--- src/rtl/mode_lamp_a_console_pkg.sv ---
// shared constants for the maintenance console keypad
package mode_lamp_a_console_pkg;
	localparam int CLK_MHZ        = 20;
	// timing figures in nanoseconds and derived cycle counts
	localparam int PULSE_NS       = 1000;
	localparam int SETTLE_NS      = 500;
	localparam int BOOT_NS        = 2000;
	localparam int READ_TMO_NS    = 10000;
	localparam int PULSE_CYC      = (PULSE_NS * CLK_MHZ + 999) / 1000;
	localparam int SETTLE_CYC     = (SETTLE_NS * CLK_MHZ + 999) / 1000;
	localparam int BOOT_CYC       = (BOOT_NS * CLK_MHZ + 999) / 1000;
	localparam int READ_TMO_CYC   = (READ_TMO_NS * CLK_MHZ) / 1000;
	localparam int CNT_W          = 12;
	// key positions inside the synchronised key vector
	localparam int NKEY           = 10;
	localparam int K_CTRL         = 0;
	localparam int K_ONE          = 1;
	localparam int K_FIVE         = 2;
	localparam int K_SHOWAD       = 3;
	localparam int K_EXAMINE_KEY         = 4;
	localparam int K_HALT         = 5;
	localparam int K_CONTINUE_KEY         = 6;
	localparam int K_BOOT         = 7;
	localparam int K_START        = 8;
	localparam int K_CLEAR        = 9;
	// register byte offsets
	localparam logic [3:0] OFS_CTRL    = 4'h0;
	localparam logic [3:0] OFS_STATUS  = 4'h4;
	localparam logic [3:0] OFS_DISPLAY = 4'h8;
	// control register fields and reset value
	localparam int CTRL_KEY_EN    = 0;
	localparam int CTRL_ERR_CLR   = 1;
	localparam logic CTRL_KEY_EN_RST = 1'b1;
	// status register fields
	localparam int ST_MODE_LAMP_A_BIT   = 0;
	localparam int ST_GATE_BIT    = 1;
	localparam int ST_MASTER_BIT  = 2;
	localparam int ST_BUSERR_BIT  = 3;
	localparam int ST_BUSY_BIT    = 4;
	localparam logic [1:0] RESP_OKAY   = 2'b00;
	localparam logic [1:0] RESP_SLVERR = 2'b10;

	typedef enum logic [2:0] {
		ST_CONSOLE = 3'b000,
		ST_MODE_LAMP_A   = 3'b001,
		ST_PULSE   = 3'b010,
		ST_SETTLE  = 3'b011,
		ST_CAPTURE = 3'b100,
		ST_BOOT    = 3'b101,
		ST_BUSRD   = 3'b110
	} mstate_t;

	typedef enum logic [1:0] {
		SRC_ADDR = 2'b00,
		SRC_DATA = 2'b01,
		SRC_MPC  = 2'b10
	} src_t;
endpackage : mode_lamp_a_console_pkg

--- src/rtl/maintenance_console_keypad.sv ---
// maintenance-mode keypad logic with an AXI4-Lite status port
// Overview of operation
// [RULE1] control plus numeral one held together enters maintenance mode
// [RULE2] maintenance lamp lit exactly while in maintenance mode
// [RULE3] in maintenance mode only maintenance keys act; others do nothing
// [RULE4] show-address samples bus address lines once and holds them
// [RULE5] examine samples bus data lines once and displays them
// [RULE6] halt-step asserts manual clock gate then shows micro pc
// [RULE7] continue gives one manual clock pulse then shows new micro pc
// [RULE8] boot fires simulated power fail; display left unchanged
// [RULE9] start releases manual clock gate then shows micro pc
// [RULE10] clear leaves maintenance mode and darkens the lamp
// [RULE11] numeral five returns to console mode and takes the bus
// [RULE12] after takeover read absent pc; failed read lights bus error
// [RULE13] gate assertion stops processor clock, unsynchronised to it
// [RULE14] operator should halt processor before micro-stepping
// [RULE15] sampling and redisplay never pulse the manual clock
// [RULE16] maintenance cable must be fitted except for bus takeover
// [RULE17] run lamp on once gate asserted by halt-step
// [RULE18] power fail only works with bootstrap module installed
// [RULE19] operator loads program counter before entering maintenance mode
// [RULE20] each key acts once per press and release
//
// Design decisions made here: the register addresses and the AXI4-Lite interface to the registers.
`timescale 1ns/1ns
module maintenance_console_keypad
	import mode_lamp_a_console_pkg::*;
#(
	parameter int          ADDR_W      = 18,
	parameter int          DATA_W      = 16,
	parameter int          MPC_W       = 9,
	parameter logic [17:0] PC_BUS_ADDR = 18'h0_0000
) (
	input  wire logic              aclk,
	input  wire logic              aresetn,
	input  wire logic              control_key,
	input  wire logic              one_key,
	input  wire logic              five_key,
	input  wire logic              show_address_key,
	input  wire logic              examine_key,
	input  wire logic              halt_step_key,
	input  wire logic              continue_key,
	input  wire logic              boot_key,
	input  wire logic              start_key,
	input  wire logic              clear_key,
	input  wire logic [ADDR_W-1:0] bus_addr_in,
	input  wire logic [DATA_W-1:0] bus_data_in,
	input  wire logic [MPC_W-1:0]  micro_pc,
	input  wire logic              bus_reply_in,
	output logic                   mode_lamp_a,
	output logic                   run_lamp,
	output logic                   bus_err_lamp,
	output logic                   manual_clock_enable,
	output logic                   manual_clock,
	output logic                   power_fail_req,
	output logic                   bus_master,
	output logic                   bus_read_req,
	output logic [ADDR_W-1:0]      bus_read_addr,
	output logic [ADDR_W-1:0]      display,
	input  wire logic [3:0]        s_axi_awaddr,
	input  wire logic              s_axi_awvalid,
	output logic                   s_axi_awready,
	input  wire logic [31:0]       s_axi_wdata,
	input  wire logic [3:0]        s_axi_wstrb,
	input  wire logic              s_axi_wvalid,
	output logic                   s_axi_wready,
	output logic [1:0]             s_axi_bresp,
	output logic                   s_axi_bvalid,
	input  wire logic              s_axi_bready,
	input  wire logic [3:0]        s_axi_araddr,
	input  wire logic              s_axi_arvalid,
	output logic                   s_axi_arready,
	output logic [31:0]            s_axi_rdata,
	output logic [1:0]             s_axi_rresp,
	output logic                   s_axi_rvalid,
	input  wire logic              s_axi_rready
);
	import mode_lamp_a_console_pkg::*;

	// three-stage synchronisers; a change counts when stages two and three agree
	logic [NKEY-1:0]   key_s1, key_s2, key_s3;
	logic [ADDR_W-1:0] adr_s1, adr_s2, adr_s3;
	logic [DATA_W-1:0] dat_s1, dat_s2, dat_s3;
	logic [MPC_W-1:0]  mpc_s1, mpc_s2, mpc_s3;
	logic [2:0]        rep_s;
	logic [NKEY-1:0]   key_raw;

	assign key_raw = {clear_key, start_key, boot_key, continue_key,
		halt_step_key, examine_key, show_address_key, five_key,
		one_key, control_key};

	always_ff @(posedge aclk) begin
		key_s1 <= key_raw;
		key_s2 <= key_s1;
		key_s3 <= key_s2;
		adr_s1 <= bus_addr_in;
		adr_s2 <= adr_s1;
		adr_s3 <= adr_s2;
		dat_s1 <= bus_data_in;
		dat_s2 <= dat_s1;
		dat_s3 <= dat_s2;
		mpc_s1 <= micro_pc;
		mpc_s2 <= mpc_s1;
		mpc_s3 <= mpc_s2;
		rep_s  <= {rep_s[1:0], bus_reply_in};
	end

	// debounced key levels and press detection
	logic [NKEY-1:0] key_lvl_r, key_lvl_nxt;
	logic            combo_r, combo_nxt;
	logic [NKEY-1:0] press;
	logic            enter_press;

	always_comb begin
		key_lvl_nxt = key_lvl_r;
		for (int i = 0; i < NKEY; i++) begin
			if (key_s2[i] == key_s3[i]) begin
				key_lvl_nxt[i] = key_s3[i];
			end
		end
		combo_nxt = key_lvl_nxt[K_CTRL] & key_lvl_nxt[K_ONE];
	end

	// a held key yields one rising edge only [RULE20]
	assign press       = key_lvl_nxt & ~key_lvl_r;
	assign enter_press = combo_nxt & ~combo_r; // [RULE1]

	always_ff @(posedge aclk) begin
		if (!aresetn) begin
			key_lvl_r <= '0;
			combo_r   <= 1'b0;
		end else begin
			key_lvl_r <= key_lvl_nxt;
			combo_r   <= combo_nxt;
		end
	end

	// software control state
	logic key_en_r;
	logic err_clr;

	// main sequencer
	mstate_t           st_r, st_nxt;
	src_t              src_r, src_nxt;
	logic [CNT_W-1:0]  cnt_r, cnt_nxt;
	logic              gate_r, gate_nxt;
	logic              run_r, run_nxt;
	logic              master_r, master_nxt;
	logic              err_r, err_nxt;
	logic [ADDR_W-1:0] disp_r, disp_nxt;
	logic              adr_ok, dat_ok, mpc_ok, reply;

	assign adr_ok = (adr_s2 == adr_s3);
	assign dat_ok = (dat_s2 == dat_s3);
	assign mpc_ok = (mpc_s2 == mpc_s3);
	assign reply  = rep_s[1] & rep_s[2];

	always_comb begin
		st_nxt     = st_r;
		src_nxt    = src_r;
		cnt_nxt    = cnt_r;
		gate_nxt   = gate_r;
		run_nxt    = run_r;
		master_nxt = master_r;
		err_nxt    = err_r;
		disp_nxt   = disp_r;
		if (err_clr) begin
			err_nxt = 1'b0;
		end
		case (st_r)
			ST_CONSOLE: begin
				// console-mode functions live elsewhere; only entry is seen
				if (key_en_r && enter_press) begin
					st_nxt     = ST_MODE_LAMP_A; // [RULE1]
					master_nxt = 1'b0;
				end
			end
			ST_MODE_LAMP_A: begin
				// keys without a maintenance meaning fall through [RULE3]
				if (!key_en_r) begin
					st_nxt = ST_MODE_LAMP_A;
				end else if (press[K_SHOWAD]) begin
					src_nxt = SRC_ADDR; // [RULE4]
					st_nxt  = ST_CAPTURE;
				end else if (press[K_EXAMINE_KEY]) begin
					src_nxt = SRC_DATA; // [RULE5]
					st_nxt  = ST_CAPTURE;
				end else if (press[K_HALT]) begin
					// gate drops straight onto the processor clock [RULE6] [RULE13]
					gate_nxt = 1'b1;
					run_nxt  = 1'b1; // [RULE17]
					src_nxt  = SRC_MPC;
					cnt_nxt  = CNT_W'(SETTLE_CYC);
					st_nxt   = ST_SETTLE; // no clock pulse here [RULE15]
				end else if (press[K_CONTINUE_KEY]) begin
					src_nxt = SRC_MPC;
					cnt_nxt = CNT_W'(PULSE_CYC);
					st_nxt  = ST_PULSE; // [RULE7]
				end else if (press[K_BOOT]) begin
					cnt_nxt = CNT_W'(BOOT_CYC);
					st_nxt  = ST_BOOT; // [RULE8]
				end else if (press[K_START]) begin
					gate_nxt = 1'b0; // [RULE9]
					run_nxt  = 1'b0;
					src_nxt  = SRC_MPC;
					cnt_nxt  = CNT_W'(SETTLE_CYC);
					st_nxt   = ST_SETTLE;
				end else if (press[K_CLEAR]) begin
					gate_nxt = 1'b0; // [RULE10]
					run_nxt  = 1'b0;
					st_nxt   = ST_CONSOLE;
				end else if (press[K_FIVE]) begin
					gate_nxt   = 1'b0;
					run_nxt    = 1'b0;
					master_nxt = 1'b1; // [RULE11]
					cnt_nxt    = CNT_W'(READ_TMO_CYC);
					st_nxt     = ST_BUSRD; // [RULE12]
				end
			end
			ST_PULSE: begin
				// a single pulse per press [RULE7]
				if (cnt_r == '0) begin
					cnt_nxt = CNT_W'(SETTLE_CYC);
					st_nxt  = ST_SETTLE;
				end else begin
					cnt_nxt = cnt_r - 1'b1;
				end
			end
			ST_SETTLE: begin
				if (cnt_r == '0) begin
					st_nxt = ST_CAPTURE;
				end else begin
					cnt_nxt = cnt_r - 1'b1;
				end
			end
			ST_CAPTURE: begin
				// take the word only once, when it is steady in the synchroniser
				case (src_r)
					SRC_ADDR: begin
						if (adr_ok) begin
							disp_nxt = adr_s3; // [RULE4]
							st_nxt   = ST_MODE_LAMP_A;
						end
					end
					SRC_DATA: begin
						if (dat_ok) begin
							disp_nxt = ADDR_W'(dat_s3); // [RULE5]
							st_nxt   = ST_MODE_LAMP_A;
						end
					end
					default: begin
						if (mpc_ok) begin
							disp_nxt = ADDR_W'(mpc_s3); // [RULE6] [RULE9]
							st_nxt   = ST_MODE_LAMP_A;
						end
					end
				endcase
			end
			ST_BOOT: begin
				// display untouched while the power fail request runs [RULE8]
				if (cnt_r == '0) begin
					st_nxt = ST_MODE_LAMP_A;
				end else begin
					cnt_nxt = cnt_r - 1'b1;
				end
			end
			ST_BUSRD: begin
				if (reply) begin
					disp_nxt = ADDR_W'(dat_s3);
					st_nxt   = ST_CONSOLE;
				end else if (cnt_r == '0) begin
					err_nxt = 1'b1; // set wins over software clear [RULE12]
					st_nxt  = ST_CONSOLE;
				end else begin
					cnt_nxt = cnt_r - 1'b1;
				end
			end
			default: begin
				st_nxt = ST_CONSOLE;
			end
		endcase
	end

	always_ff @(posedge aclk) begin
		if (!aresetn) begin
			st_r     <= ST_CONSOLE;
			src_r    <= SRC_MPC;
			cnt_r    <= '0;
			gate_r   <= 1'b0;
			run_r    <= 1'b0;
			master_r <= 1'b0;
			err_r    <= 1'b0;
			disp_r   <= '0;
		end else begin
			st_r     <= st_nxt;
			src_r    <= src_nxt;
			cnt_r    <= cnt_nxt;
			gate_r   <= gate_nxt;
			run_r    <= run_nxt;
			master_r <= master_nxt;
			err_r    <= err_nxt;
			disp_r   <= disp_nxt;
		end
	end

	logic in_mode_lamp_a;
	assign in_mode_lamp_a = (st_r != ST_CONSOLE) && (st_r != ST_BUSRD);

	assign mode_lamp_a         = in_mode_lamp_a; // [RULE2] [RULE10] [RULE11]
	assign run_lamp            = run_r; // [RULE17]
	assign bus_err_lamp        = err_r;
	assign manual_clock_enable = gate_r; // [RULE13]
	assign manual_clock        = (st_r == ST_PULSE); // [RULE7] [RULE15]
	assign power_fail_req      = (st_r == ST_BOOT); // [RULE8]
	assign bus_master          = master_r;
	assign bus_read_req        = (st_r == ST_BUSRD);
	assign bus_read_addr       = ADDR_W'(PC_BUS_ADDR);
	assign display             = disp_r;

	// AXI4-Lite slave: address and data taken in either order
	logic        aw_got_r, aw_got_nxt, w_got_r, w_got_nxt;
	logic [3:0]  aw_adr_r, aw_adr_nxt;
	logic [31:0] w_dat_r, w_dat_nxt;
	logic        w_lane_r, w_lane_nxt;
	logic        bvalid_r, bvalid_nxt;
	logic [1:0]  bresp_r, bresp_nxt;
	logic        rvalid_r, rvalid_nxt;
	logic [1:0]  rresp_r, rresp_nxt;
	logic [31:0] rdata_r, rdata_nxt;
	logic        key_en_nxt;

	assign s_axi_awready = ~aw_got_r & ~bvalid_r;
	assign s_axi_wready  = ~w_got_r & ~bvalid_r;
	assign s_axi_arready = ~rvalid_r;
	assign s_axi_bvalid  = bvalid_r;
	assign s_axi_bresp   = bresp_r;
	assign s_axi_rvalid  = rvalid_r;
	assign s_axi_rresp   = rresp_r;
	assign s_axi_rdata   = rdata_r;

	always_comb begin
		aw_got_nxt = aw_got_r;
		w_got_nxt  = w_got_r;
		aw_adr_nxt = aw_adr_r;
		w_dat_nxt  = w_dat_r;
		w_lane_nxt = w_lane_r;
		bvalid_nxt = bvalid_r;
		bresp_nxt  = bresp_r;
		rvalid_nxt = rvalid_r;
		rresp_nxt  = rresp_r;
		rdata_nxt  = rdata_r;
		key_en_nxt = key_en_r;
		err_clr    = 1'b0;
		if (s_axi_awvalid && s_axi_awready) begin
			aw_got_nxt = 1'b1;
			aw_adr_nxt = s_axi_awaddr;
		end
		if (s_axi_wvalid && s_axi_wready) begin
			w_got_nxt  = 1'b1;
			w_dat_nxt  = s_axi_wdata;
			w_lane_nxt = s_axi_wstrb[0];
		end
		if (aw_got_r && w_got_r) begin
			aw_got_nxt = 1'b0;
			w_got_nxt  = 1'b0;
			bvalid_nxt = 1'b1;
			bresp_nxt  = RESP_OKAY;
			if (aw_adr_r == OFS_CTRL) begin
				if (w_lane_r) begin
					key_en_nxt = w_dat_r[CTRL_KEY_EN];
					err_clr    = w_dat_r[CTRL_ERR_CLR];
				end
			end else if (aw_adr_r == OFS_STATUS || aw_adr_r == OFS_DISPLAY) begin
				bresp_nxt = RESP_OKAY;
			end else begin
				bresp_nxt = RESP_SLVERR;
			end
		end
		if (bvalid_r && s_axi_bready) begin
			bvalid_nxt = 1'b0;
		end
		if (s_axi_arvalid && s_axi_arready) begin
			rvalid_nxt = 1'b1;
			rresp_nxt  = RESP_OKAY;
			rdata_nxt  = '0;
			if (s_axi_araddr == OFS_CTRL) begin
				rdata_nxt[CTRL_KEY_EN] = key_en_r;
			end else if (s_axi_araddr == OFS_STATUS) begin
				rdata_nxt[ST_MODE_LAMP_A_BIT]  = in_mode_lamp_a;
				rdata_nxt[ST_GATE_BIT]   = gate_r;
				rdata_nxt[ST_MASTER_BIT] = master_r;
				rdata_nxt[ST_BUSERR_BIT] = err_r;
				rdata_nxt[ST_BUSY_BIT]   = (st_r != ST_CONSOLE) &&
					(st_r != ST_MODE_LAMP_A);
			end else if (s_axi_araddr == OFS_DISPLAY) begin
				rdata_nxt[ADDR_W-1:0] = disp_r;
			end else begin
				rresp_nxt = RESP_SLVERR;
			end
		end else if (rvalid_r && s_axi_rready) begin
			rvalid_nxt = 1'b0;
		end
	end

	always_ff @(posedge aclk) begin
		if (!aresetn) begin
			aw_got_r <= 1'b0;
			w_got_r  <= 1'b0;
			aw_adr_r <= '0;
			w_dat_r  <= '0;
			w_lane_r <= 1'b0;
			bvalid_r <= 1'b0;
			bresp_r  <= RESP_OKAY;
			rvalid_r <= 1'b0;
			rresp_r  <= RESP_OKAY;
			rdata_r  <= '0;
			key_en_r <= CTRL_KEY_EN_RST;
		end else begin
			aw_got_r <= aw_got_nxt;
			w_got_r  <= w_got_nxt;
			aw_adr_r <= aw_adr_nxt;
			w_dat_r  <= w_dat_nxt;
			w_lane_r <= w_lane_nxt;
			bvalid_r <= bvalid_nxt;
			bresp_r  <= bresp_nxt;
			rvalid_r <= rvalid_nxt;
			rresp_r  <= rresp_nxt;
			rdata_r  <= rdata_nxt;
			key_en_r <= key_en_nxt;
		end
	end
endmodule : maintenance_console_keypad

--- config.mk ---
export PLATFORM = sky130hd
export DESIGN_NAME = maintenance_console_keypad
export DESIGN_NICKNAME = d
export VERILOG_FILES = /design/src/rtl/mode_lamp_a_console_pkg.sv /design/src/rtl/maintenance_console_keypad.sv
export SDC_FILE = /design/constraint.sdc
export NUM_CORES = 1
export LEC_CHECK = 0
export BUFFER_PORTS_ARGS = -buffer_cell sky130_fd_sc_hd__clkbuf_2
export CORE_MARGIN = 3
export CORE_UTILIZATION = 48
export CTS_CLUSTER_SIZE = 28
export DETAILED_ROUTE_END_ITERATION = 8
export PLACE_DENSITY = 0.72
export RECOVER_POWER = 100
export SYNTH_ARGS = -nofsm -noshare
export SYNTH_HDL_FRONTEND = slang
export SYNTH_SLANG_ARGS = --single-unit
--- constraint.sdc ---
create_clock -name aclk -period 2.9 [get_ports aclk]
set_clock_uncertainty 0.1 [all_clocks]
set_input_delay 0.145 -clock aclk [delete_from_list [all_inputs] [get_ports aclk]]
set_output_delay 0.145 -clock aclk [all_outputs]
set_load 0.02 [all_outputs]
Word level (Yosys, flattened, before mapping)
Index checks and enable logic that the tools add are counted.
{ "classes": {"mux": 91, "n_addsub": 1, "eq_ne": 51, "n_reduce_logical": 32, "bitwise_logic": 15} }
{ "ops": {"columns": ["operator", "count"], "rows": [
  ["2-to-1 mux 12 bit", 12],
  ["2-to-1 mux 18 bit", 5],
  ["case mux 18 bit (2 select lines)", 2],
  ["2-to-1 mux 3 bit", 18],
  ["case mux 12 bit (4 select lines)", 1],
  ["2-to-1 mux 1 bit", 36],
  ["!= test 2 bit, second input constant", 14],
  ["2-to-1 mux 2 bit", 11],
  ["case mux 3 bit (7 select lines)", 1],
  ["equality test 18 bit", 1],
  ["2-to-1 mux 17 bit", 1],
  ["equality test 16 bit", 1],
  ["AND reduction 7 bit", 2],
  ["2-to-1 mux 13 bit", 1],
  ["logical NOT 12 bit", 1],
  ["!= test 6 bit, second input constant", 2],
  ["subtractor 12 x 1 -> 12 bit, second input constant", 1],
  ["AND reduction 11 bit", 1],
  ["bitwise AND 10 bit", 1],
  ["equality test 1 bit", 10],
  ["!= test 10 bit, second input constant", 1],
  ["inverter 10 bit", 1],
  ["equality test 3 bit, second input constant", 3],
  ["equality test 9 bit", 1],
  ["29 further kinds", 62]
]} }
{ "totals": {"reg_bits": 245, "in_bits": 105, "word_cells": 223} }

Depth between registers and ports, before layout
{ "depth": {"depth_word": 13, "ltp_mapped": 10, "depth_no_buf": 8} }

Worst setup path before layout
No wires, ideal clock.
{ "synth_path": {"path_kind": "reg2reg", "from": "reg cnt_r[0]", "to": "reg cnt_r[9]", "path_stages_with_launch": 9, "required_time_ps": 2730, "setup_time_ps": 70, "t_arrival_ps": 1867, "synth_period_minus_slack_ps": 2038, "slack_ps": 862, "cell_sequence": "dfxtp_1 -> inv_1 -> ha_1 -> nor4b_2 -> nand4_1 -> nor4bb_1 -> nor2_1 -> or4_1 -> a21oi_1"} }
{ "synth_via": {"elab_chain_cells": 4, "word_cells_on_any_way": 6, "cone_classes": "1 x add/sub; 4 x mux; 1 x reduce/logical"} }
{ "synth_rtl": {"columns": ["item", "line_no", "text"], "rows": [
  ["start, declared", "maintenance_console_keypad.sv:145", "logic [CNT_W-1:0] cnt_r, cnt_nxt;"],
  ["start signal, assigned", "maintenance_console_keypad.sv:297", "cnt_r <= cnt_nxt;"],
  ["subtractor 12 x 1 -> 12 bit / logical NOT 12 bit (equally long branches)", null, null],
  ["2-to-1 mux 12 bit", "maintenance_console_keypad.sv:230, maintenance_console_keypad.sv:261, maintenance_console_keypad.sv:271", null],
  ["2-to-1 mux 12 bit", "maintenance_console_keypad.sv:268", "if (reply) begin"],
  ["case mux 12 bit (4 select lines) *", "maintenance_console_keypad.sv:170", "case (st_r)"]
]} }
Mark *: on every way between the ends. The rest lies on a longest branch, timed or not. The select of a mux whose other input is x is not followed.
A chain may end at the register's enable or synchronous reset.

Final worst setup path
{ "layout_path": {"from": "reg st_r[1]", "to": "out bus_read_req"} }
{ "layout_via": {"elab_chain_cells": 1} }
{ "layout_rtl": {"columns": ["item", "line_no", "text"], "rows": [
  ["start, declared", "maintenance_console_keypad.sv:143", "mstate_t st_r, st_nxt;"],
  ["start signal, assigned", "maintenance_console_keypad.sv:295", "st_r <= st_nxt;"],
  ["equality test 3 bit", "maintenance_console_keypad.sv:316", "assign bus_read_req = (st_r == ST_BUSRD);"],
  ["end, declared", "maintenance_console_keypad.sv:57", "output logic bus_read_req,"]
]} }
No other way between the ends.

==> flow_summary.ini <==
[status]
status = finished with violations
violations = capacitance limit, slew limit

[clock_tree]
cts_made_buffers = 25
clock_sinks = 243
cts.path.max_buffers = 3
htreeDepth = 1
post_cts.repair.setup_buffers = 0
cts-root-buf = clkbuf_16
path_clk_slew_ns = 0.06
cts_tree = done
clk_latency_ns = 0.52

[min_path]
worst_hold_path_type = in -> reg

[cells_and_area]
fin_util = 0.6196
diodes = 0
final_net_count = 1096
layout_common_cells = 243 x dfxtp_1, 80 x nand2_1, 73 x a21oi_1, 71 x clkbuf_2, 67 x dlygate4sd3_1
stdcell_area_mm2 = 0.01031
syn2layout_area_growth_pct = 25.68
stdcell_count = 1228
mostFrequentLayoutCell = dfxtp_1
nFillCells = 1393
final_layout_size_suffix_gt1_frac = 0.1369

[setup_path]
end_kind = primary output
worstSetupPathType = reg -> out
crit_fanout = 23
crit_chain = nor2b_1 > nand2_1 > clkinvlp_4 > buf_4 > clkbuf_2
critPathLaunchType = flip-flop
crit_buf_inv = 3
crit_slowest_cell = dfxtp_1
worstPathArrival_ns = 2.39
crit_required_ns = 2.65
crit_family = buffers and inverters
slowest_delay_ns = 0.60

[synth]
synth_top_area_frac = 0.5930
synth_warnings = 0
synth_xor_area_frac = 0.04591
yosysSeqAreaShare = 0.5930
synth_compound_area_frac = 0.1161
synth_adder_area_share = 0.004270
yosysUniqueCellTypes = 59
syn_inst = 798
synth_top_family_by_area = simple AND/OR/NAND/NOR gates
synth_top_area_cell = dfxtp_1
synth_flop_cell = dfxtp_1
async_reset_ff_frac = 0
synth_area_per_cell_um2 = 10.28
muxShareOfSynthArea = 0.03935
netlist_area_mm2 = 0.008204
synth_seq_cells = 243
synth-simple-area-share = 0.1412
synth-edff-count = 0
yosys-top-cells-area = dfxtp_1 59%, a21oi_1 4.5%, xor2_1 4.2%, mux2i_1 3.7%, nand2_1 3.7%

[sta]
finalSetupViolCount = 0
worstMarginPinSlew_ns = 1.710
final-hold-violation-count = 0
relSlewSlack = -0.1399
finalCritPeriodShare = 0.9087
rsz0062_at_grt = false
period_needed_ns = 2.635
slew_violations = 40
layout_setup_ws_ns = 0.2647
whs_ns = 0.05263
setup_tns_ns = 0
timing.fmax_ghz = 0.3795

[flow_run]
maxCapViolations = 1

[placed_design]
dpl_cell_area_mm2 = 0.008892
place_congestion = 0.8696
dp.cells = 1115
place_ws_ns = 0.5751
hpwl_um = 12100
portBuffers = 122

[power_and_ir_drop]
p_total_mw = 7.865
ir_worst_vdd_mv = 0.6348
p_leak_nw = 4.301
p_per_area_mw_per_mm2 = 762.7

[route]
drc = 0
final_antenna_net_count = 0
vias_per_cell = 4.924
dr.pass1.iters = 4
drt-total-wl_um = 17840
routedWlPerCell_um = 14.53
vias = 6047
drt_iter0_markers = 405

[global_routing]
grt-ovfl-total = 0
antenna_found_initial = 0
grt_max_degree = 40
globalRouteTotalUtil = 0.1907
grt_pass1_wl_um = 28590
grt_pass1_vias = 5838

[floorplan]
initial_core_util = 0.4930
die_w_um = 136.7
core_mm2 = 0.01664
core.rowCount = 47
ioPinCount = 190
dieArea_mm2 = 0.01870
die_h_um = 136.7
[worst register-to-register path, stage by stage, from the launching register on]
cell	delay, ns
dfxtp_1	0.59
inv_1	0.22
nor3_1	0.38
and3b_1	0.22
a32oi_1	0.10
nand3_1	0.12
clkbuf_2	0.48
mux2i_1	0.26
[cell usage after synthesis (all sizes together) (11+ instances only)]
| cell | n |
|---|---|
| a21oi | 74 |
| buf | 46 |
| clkbuf | 24 |
| dfxtp | 243 |
| inv | 21 |
| mux2i | 30 |
| nand2 | 80 |
| nand3 | 25 |
| nor2 | 35 |
| nor3 | 20 |
| nor3b | 11 |
| nor4 | 12 |
| o21ai | 38 |
| xor2 | 39 |
[repair_timing]
action / CTS / global route
resized for setup: 0 / 1
endpoints found under the setup margin: 0 / 1
hold endpoints to repair: 66 / 0
hold buffers: 67 / 0
[routing by layer]
layer / part of all wire / up-vias / wire length (um) / GRT usage
li1: - / 3078 / - / -
met5: 0 / - / 0 / 0
met1: 0.43 / 2767 / 7715 / 0.2399
met3: 0.065 / 34 / 1161 / 0.04485
met4: 0.028 / 0 / 498 / 0.07503
met2: 0.47 / 168 / 8467 / 0.3174
[layout make-up]
type / instances / area, um2 / share of cell area
Clock inverter: 11 / 81.33 / 0.007887
Tap cell: 220 / 275.3 / 0.02670
Multi-Input combinational cell: 497 / 2968 / 0.2878
Timing Repair Buffer: 201 / 1296 / 0.1257
Clock buffer: 35 / 743.2 / 0.07208
Inverter: 21 / 82.58 / 0.008009
Sequential cell: 243 / 4865 / 0.4718
[power breakdown]
part           leakage (nW)  switching, mW  total (mW)  internal [mW]
clock                 0.390           1.29        3.09           1.80
sequential             2.03          0.160        3.69           3.53
combinational          1.89          0.634        1.08          0.446
[state kept, by name, summed over array words and instances (netlist names), 16 cells and up]
register     count
adr_s1          18
adr_s2          18
adr_s3          18
dat_s1          16
dat_s2          16
dat_s3          16
display         18
s_axi_rdata     18
[cell families (layout without fill, tap and decap cells)]
kind of cell,count (synthesis),in the layout
AOI/OAI and AO/OA,159,159
buffers and inverters,91,268
muxes,32,32
adders and majority gates,3,3
other,1,34
DFF,243,243
and+or+nand+nor,226,226
xor gates and xnor gates,43,43
[path summary, 6_finish.rpt]
check,startpoint,end,slack [ns],depth (start not counted)
max,st_r[1],bus_read_req,0.26,5
min,s_axi_awvalid,aw_got_r,0.05,4
max reg2reg,st_r[2],display[5],0.35,7
min reg2reg,key_s1[7],key_s2[7],0.22,0
Note: power is estimated with default switching activity, not from simulation.
